===== config.mk =====
export PLATFORM = sky130hd
export DESIGN_NAME = irap_target
export DESIGN_NICKNAME = d
export VERILOG_FILES = /design/src/irap_pkg.sv /design/src/irap_sync.sv /design/src/irap_target.sv
export SDC_FILE = /design/constraint.sdc
export NUM_CORES = 1
export LEC_CHECK = 0
export BUFFER_PORTS_ARGS = -buffer_cell sky130_fd_sc_hd__buf_2
export CAP_MARGIN = 20
export CORE_ASPECT_RATIO = 0.75
export CORE_MARGIN = 2
export CORE_UTILIZATION = 45
export DETAILED_ROUTE_END_ITERATION = 8
export SYNTH_ARGS = -nofsm -noshare
export SYNTH_HDL_FRONTEND = slang
export SYNTH_SLANG_ARGS = --single-unit
export TNS_END_PERCENT = 20

===== constraint.sdc =====
create_clock -name ref_clk_i -period 2.6 [get_ports ref_clk_i]
set_input_delay 0.13 -clock ref_clk_i [delete_from_list [all_inputs] [get_ports ref_clk_i]]
set_output_delay 0.13 -clock ref_clk_i [all_outputs]
set_load 0.005 [all_outputs]

===== src/irap_pkg.sv =====
// Constants for the I2C register access port
package irap_pkg;
    localparam logic [6:0] IRAP_TARGET_ADDR = 7'h51;
    localparam logic [7:0] IRAP_PTR_MAX = 8'h2F;
    localparam logic [7:0] IRAP_PTR_RST = 8'h00;
    localparam logic [3:0] IRAP_BIT_LAST = 4'h7;
    localparam logic [3:0] IRAP_BIT_ACK = 4'h8;
    localparam int IRAP_PTR_W = 6;
endpackage


===== src/irap_sync.sv =====
// Two-stage synchroniser with edge detection for one pin
`timescale 1ns/1ps
module irap_sync (
    input wire logic ref_clk_i,
    input wire logic srst_i,
    input wire logic pin_i,
    output logic lvl_o,
    output logic rise_o,
    output logic fall_o
);
    logic meta_r;
    logic sync_r;
    logic prev_r;

    // Idle bus level is high, so reset to high
    always_ff @(posedge ref_clk_i) begin
        if (srst_i) begin
            meta_r <= 1'b1;
            sync_r <= 1'b1;
            prev_r <= 1'b1;
        end else begin
            meta_r <= pin_i;
            sync_r <= meta_r;
            prev_r <= sync_r;
        end
    end

    assign lvl_o = sync_r;
    assign rise_o = sync_r & ~prev_r;
    assign fall_o = ~sync_r & prev_r;
endmodule


===== src/irap_target.sv =====
// I2C target front-end giving register space access 00h..2Fh
// What this block does
// First write byte after address is the pointer, valid 00h to 2Fh.
// Out-of-range pointer discards the transfer but every byte is still acked.
// Any number of data bytes, zero upward, follow the pointer.
// Pointer advances after each written byte, 2Fh wraps to 00h.
// Reads start at the current pointer, no pointer byte in the read.
// Controller sets the pointer by a write holding only the pointer byte.
// After read address ack, data is driven at once, MSB first.
// Pointer advances after each read byte, 2Fh wraps to 00h.
// Controller acks bytes it wants more of and nacks the last.
// Only target address 1010 001 answers; bit 0 is direction.
// Controller sends A2h to write and A3h to read.
// Each received byte is acknowledged by pulling data low in clock nine.
// On backup supply the interface is off and ignores the bus.
// Pointer holds its value between transactions.
// After a controller nack the data line is released until STOP or START.
`timescale 1ns/1ps
module irap_target
    import irap_pkg::*;
(
    input wire logic ref_clk_i,
    input wire logic srst_i,
    input wire logic scl_i,
    input wire logic sda_i,
    output logic sda_o,
    output logic sda_oe_o,
    input wire logic on_battery_i,
    output logic reg_we_o,
    output logic [5:0] reg_addr_o,
    output logic [7:0] reg_wdata_o,
    input wire logic [7:0] reg_rdata_i,
    output logic busy_o
);
    // ------------------------------------------------------------
    // Pin conditioning
    // ------------------------------------------------------------
    typedef enum logic [5:0] {
        ST_IDLE = 6'b000001,
        ST_ADDR = 6'b000010,
        ST_PTR  = 6'b000100,
        ST_WR   = 6'b001000,
        ST_RD   = 6'b010000,
        ST_WAIT = 6'b100000
    } irap_state_e;

    logic scl_lvl, scl_rise, scl_fall;
    logic sda_lvl, sda_rise, sda_fall;
    logic batt_meta_r, batt_r;

    irap_sync u_scl (.ref_clk_i(ref_clk_i), .srst_i(srst_i), .pin_i(scl_i),
        .lvl_o(scl_lvl), .rise_o(scl_rise), .fall_o(scl_fall));
    irap_sync u_sda (.ref_clk_i(ref_clk_i), .srst_i(srst_i), .pin_i(sda_i),
        .lvl_o(sda_lvl), .rise_o(sda_rise), .fall_o(sda_fall));

    always_ff @(posedge ref_clk_i) begin
        if (srst_i) begin
            batt_meta_r <= 1'b0;
            batt_r <= 1'b0;
        end else begin
            batt_meta_r <= on_battery_i;
            batt_r <= batt_meta_r;
        end
    end

    logic start_det, stop_det;
    assign start_det = scl_lvl & sda_fall;
    assign stop_det = scl_lvl & sda_rise;

    // ------------------------------------------------------------
    // Byte engine
    // ------------------------------------------------------------
    irap_state_e state_r;
    logic [3:0] bit_cnt_r;
    logic [7:0] shift_r;
    logic [7:0] tx_r;
    logic [5:0] ptr_r;
    logic discard_r;
    logic ack_phase_r;
    logic rd_nack_r;
    // Set while the ninth clock after a read address is ours to acknowledge
    logic addr_ack_r;

    function automatic logic [5:0] ptr_inc(input logic [5:0] p);
        if ({2'b00, p} == IRAP_PTR_MAX) begin
            ptr_inc = IRAP_PTR_RST[5:0];
        end else begin
            ptr_inc = p + 6'h01;
        end
    endfunction

    logic byte_done;
    assign byte_done = scl_fall & (bit_cnt_r == IRAP_BIT_LAST) & ~ack_phase_r;
    logic [7:0] rx_byte;
    assign rx_byte = shift_r;

    always_ff @(posedge ref_clk_i) begin
        if (srst_i) begin
            shift_r <= 8'h00;
        end else if (scl_rise & ~ack_phase_r) begin
            shift_r <= {shift_r[6:0], sda_lvl};
        end
    end

    always_ff @(posedge ref_clk_i) begin
        if (srst_i) begin
            state_r <= ST_IDLE;
            bit_cnt_r <= 4'h0;
            ack_phase_r <= 1'b0;
            discard_r <= 1'b0;
            rd_nack_r <= 1'b0;
            addr_ack_r <= 1'b0;
            // reset loads pointer with 00h (wrap also loads 00h), held between transactions
            ptr_r <= IRAP_PTR_RST[5:0];
            tx_r <= 8'h00;
            reg_we_o <= 1'b0;
            reg_wdata_o <= 8'h00;
        end else begin
            reg_we_o <= 1'b0;
            // battery gate
            if (batt_r) begin
                state_r <= ST_IDLE;
                ack_phase_r <= 1'b0;
                addr_ack_r <= 1'b0;
            end else if (start_det) begin
                state_r <= ST_ADDR;
                // The clock fall that closes START would count a bit, so it lands on zero
                bit_cnt_r <= 4'hF;
                ack_phase_r <= 1'b0;
                addr_ack_r <= 1'b0;
            end else if (stop_det) begin
                state_r <= ST_IDLE;
                ack_phase_r <= 1'b0;
                addr_ack_r <= 1'b0;
            end else if (state_r != ST_IDLE && state_r != ST_WAIT && scl_fall) begin
                if (ack_phase_r) begin
                    // End of ninth clock
                    ack_phase_r <= 1'b0;
                    addr_ack_r <= 1'b0;
                    bit_cnt_r <= 4'h0;
                    if (state_r == ST_RD) begin
                        // nack ends reading
                        if (rd_nack_r) begin
                            state_r <= ST_WAIT;
                        end else begin
                            // next byte MSB first
                            tx_r <= reg_rdata_i;
                        end
                    end
                end else if (byte_done) begin
                    ack_phase_r <= 1'b1;
                    case (state_r)
                        ST_ADDR: begin
                            // address match
                            if (rx_byte[7:1] != IRAP_TARGET_ADDR) begin
                                state_r <= ST_WAIT;
                                ack_phase_r <= 1'b0;
                            end else if (rx_byte[0]) begin
                                // read from pointer
                                state_r <= ST_RD;
                                addr_ack_r <= 1'b1;
                                tx_r <= reg_rdata_i;
                            end else begin
                                state_r <= ST_PTR;
                            end
                        end
                        ST_PTR: begin
                            // pointer range
                            // discard but ack
                            discard_r <= rx_byte > IRAP_PTR_MAX;
                            if (rx_byte <= IRAP_PTR_MAX) begin
                                ptr_r <= rx_byte[5:0];
                            end
                            state_r <= ST_WR;
                        end
                        ST_WR: begin
                            // unbounded data bytes
                            // write advance
                            if (!discard_r) begin
                                reg_we_o <= 1'b1;
                                reg_wdata_o <= rx_byte;
                                ptr_r <= ptr_inc(ptr_r);
                            end
                        end
                        ST_RD: begin
                            // read advance
                            ptr_r <= ptr_inc(ptr_r);
                        end
                        default: state_r <= ST_IDLE;
                    endcase
                end else begin
                    bit_cnt_r <= bit_cnt_r + 4'h1;
                    if (state_r == ST_RD) begin
                        tx_r <= {tx_r[6:0], 1'b0};
                    end
                end
            end else if (state_r == ST_RD && ack_phase_r && scl_rise) begin
                rd_nack_r <= sda_lvl;
            end
        end
    end

    // ------------------------------------------------------------
    // Pin drive
    // ------------------------------------------------------------
    logic drive_low;
    always_comb begin
        drive_low = 1'b0;
        if (ack_phase_r && (state_r != ST_RD || addr_ack_r)) begin
            // ack in ninth clock
            drive_low = 1'b1;
        end else if (state_r == ST_RD && !ack_phase_r) begin
            drive_low = ~tx_r[7];
        end
    end

    always_ff @(posedge ref_clk_i) begin
        if (srst_i) begin
            sda_o <= 1'b0;
            sda_oe_o <= 1'b0;
            reg_addr_o <= 6'h00;
            busy_o <= 1'b0;
        end else begin
            sda_o <= 1'b0;
            sda_oe_o <= drive_low & ~batt_r;
            reg_addr_o <= ptr_r;
            busy_o <= (state_r != ST_IDLE);
        end
    end
endmodule


==> results.py <==
metrics = {
    "pwr": {
        "irDropWorstVdd_mv": 0.390,
        "comb_power_share_pct": 4.4,
        "swShare_pct": 22.3,
        "switchingPower_w": 0.000417,
        "p_int_w": 0.00145,
        "power_density_nw_per_um2": 569,
        "p_seq_share_pct": 51.7,
        "p_clk_share_pct": 44.0,
        "leakage_nw": 1.32,
    },
    "global_routing": {
        "grt_pass1_vias": 2126,
        "antenna_found_initial": 0,
        "grt-ovfl-total": 0,
        "grt_max_degree": 52,
        "grt_use_total_pct": 19.7,
        "grt_first_pass_wirelength_mm": 10.5,
    },
    "die": {
        "core_area_sq_um": 6220,
        "rows": 25,
        "initial_utilization_pct": 45.8,
        "die_h_um": 73.0,
        "dieWidth_um": 95.9,
        "io_pins": 31,
        "dieArea_sq_um": 7000,
    },
    "final_layout": {
        "fin_cells": 424,
        "register_area_sq_um": 1220,
        "layout.cells.most_common_list": "dfxtp_1, buf_2, nor2_1",
        "multi_input_area_sq_um": 1520,
        "final_nets": 353,
        "post-route-util_pct": 52.7,
        "diodes": 0,
        "fill_cells": 583,
        "final_common_cell": "dfxtp_1",
        "areaGrowthSynthToFinish_pct": 15.0,
        "drive_gt1_share_pct": 19.8,
    },
    "timing": {
        "tightest_slew_ps": 840,
        "rsz0062_at_grt": "no",
        "fin_crit_sh_pct": 84.4,
        "fin_setup_tns_ps": 0,
        "fin_crit_ps": 2190,
        "setup_viol": 0,
        "hold_violations": 0,
        "drv_slew": 0,
        "whs_ps": 36.8,
        "skew_ps": 6.76,
        "setup_ws_ps": 405,
        "max_freq_ghz": 0.456,
        "relSlewSlack_pct": 43.8,
    },
    "run_status": {
        "status": "finished clean",
    },
    "synthesis": {
        "synth_edf_count": 0,
        "synth_ff_type": "dfxtp_1",
        "yosys_warnings": 0,
        "yosys_register_bits": 61,
        "synth_cell_types": 59,
        "ys_seq_area_share_pct": 42.8,
        "avgSynthCellArea_sq_um": 9.26,
        "syn-cell-area_sq_um": 2850,
        "ys_async_sr_fraction_pct": 0,
        "syn_nets": 323,
        "synthCells": 308,
    },
    "critical_path": {
        "critPathArrivalTime_ps": 2420,
        "end_kind": "register",
        "criticalPathCategory": "reg -> reg",
        "worst_path_max_delay_cell": "or3_1",
        "critPathMaxStageDelay_ps": 510,
        "cp_data_required_time_ps": 2830,
        "cp-start-kind": "register",
        "worstPathMaxFanout": 16,
        "crit_chain": "or3_1, o31ai_2, a211o_1, o211ai_1, o41ai_1",
    },
    "detailed_routing": {
        "drc_errors": 0,
        "route.antenna.remaining_nets": 0,
        "vias": 2393,
        "first_pass_iters": 5,
        "routedWlPerCell_um": 14.9,
        "routed_via_density": 5.64,
        "drt_wl_total_mm": 6.32,
        "drt_iter0_markers": 216,
    },
    "cts": {
        "cts_tree": "built",
        "clockBufferDepth": 2,
        "ctsHoldBuffers": 3,
        "h-tree-depth": 3,
        "numCtsBuffers": 9,
        "post_cts_buffers": 0,
        "cts_resized": 0,
        "cts_root_buf": "clkbuf_8",
        "clkLatencyLatePin_ps": 340,
        "clk_pin_slew_worst_paths_ps": 70,
        "cts_sinks": 61,
    },
    "placed_design": {
        "hpwl_mm": 4.26,
        "gp_congestion": 0.858,
        "dp_worst_setup_slack_ps": 310,
        "placed_cells": 404,
        "io_buffer_count": 29,
    },
    "flow_run": {
        "drv_cap": 0,
    },
    "hold_path": {
        "hold_class": "in -> reg",
    },
}
-- final cells by class --
class	count	share of cell area, %
clock inverter	4	1.45
clock buffer	12	4.42
sequential	61	37.2
timing repair buffer	39	6.94
tap	81	3.09
inverter	4	0.457
multi-input combinational	223	46.4
-- worst paths after layout --
| path | startpoint | to | slack (ps) | depth (start not counted) |
|---|---|---|---|---|
| max | state_r[2] | tx_r[7] | 410 | 5 |
| min | reg_rdata_i[0] | tx_r[0] | 40 | 3 |
| max reg2reg | state_r[2] | tx_r[7] | 410 | 5 |
| min reg2reg | u_scl.meta_r | u_scl.lvl_o | 410 | 1 |
-- cell usage after synthesis, drive strengths merged, types with 5 or more instances --
master | count | area, sq um
mux2i | 25 | 250
nor2 | 27 | 101
nor4b | 6 | 58.8
dfxtp | 61 | 1220
nand2 | 14 | 52.6
o41ai | 8 | 70.1
a21oi | 16 | 80.1
o21ai | 12 | 60.1
nor3 | 6 | 30.0
nor2b | 11 | 68.8
buf | 8 | 47.5
or2 | 9 | 56.3
clkbuf | 12 | 45.0
o211ai | 9 | 67.6
nand2b | 5 | 31.3
nand3 | 10 | 55.1
-- cells by family (layout without fill, tap and decap cells) --
group | after synthesis | after routing | share of synthesized area [%]
compound gates | 73 | 73 | 18.2
flops | 61 | 61 | 42.8
xor+xnor | 3 | 3 | 0.921
simple gates | 117 | 117 | 23.7
fa+ha+maj | 2 | 2 | 0.877
mux | 27 | 27 | 9.56
buf+inv | 24 | 59 | 3.77
other cells | 1 | 1 | 0.131
-- per-stage QoR --
step | cell area, sq um | total power, W
after CTS | 3270 | 0.00189
after floorplan | 2850 | 0.00104
after global placement | 3050 | 0.00106
final | 3280 | 0.00187
after detailed placement | 3050 | 0.00106
after global routing | 3280 | 0.00195
-- routing by layer --
| layer | vias to the layer above | part of all wire, % | GRT usage, % |
|---|---|---|---|
| li1 | 1195 | - | - |
| met1 | 1123 | 54 | 30.0 |
| met3 | 11 | 5.8 | 6.51 |
| met4 | 0 | 1.2 | 6.19 |
| met5 | - | 0 | 0 |
| met2 | 64 | 39 | 25.7 |
-- registers in the layout, summed over array words and instances, names as in the netlist, 4 cells and up --
name	count
state_r	6
tx_r	8
ptr_r	6
rx_byte	8
bit_cnt_r	4
reg_wdata_o	8
reg_addr_o	6
-- worst max-delay path: cells and delay by family, from the launching register on --
kind	cells	cell delay [ps]
flip-flops	1	380
AO/OA/AOI/OAI	4	1200
AND/OR/NAND/NOR	1	510
-- power by group through the flow --
stage	sequential (W)	combinational [W]	clock (W)
floorplan	0.000977	0.0000625	0
global placement	0.000985	0.0000772	0
detailed placement	0.000985	0.0000779	0
CTS	0.000964	0.0000818	0.000846
global route	0.000966	0.0000905	0.000894
finish	0.000965	0.0000821	0.000821
Note: power is estimated with default switching activity, not from simulation.
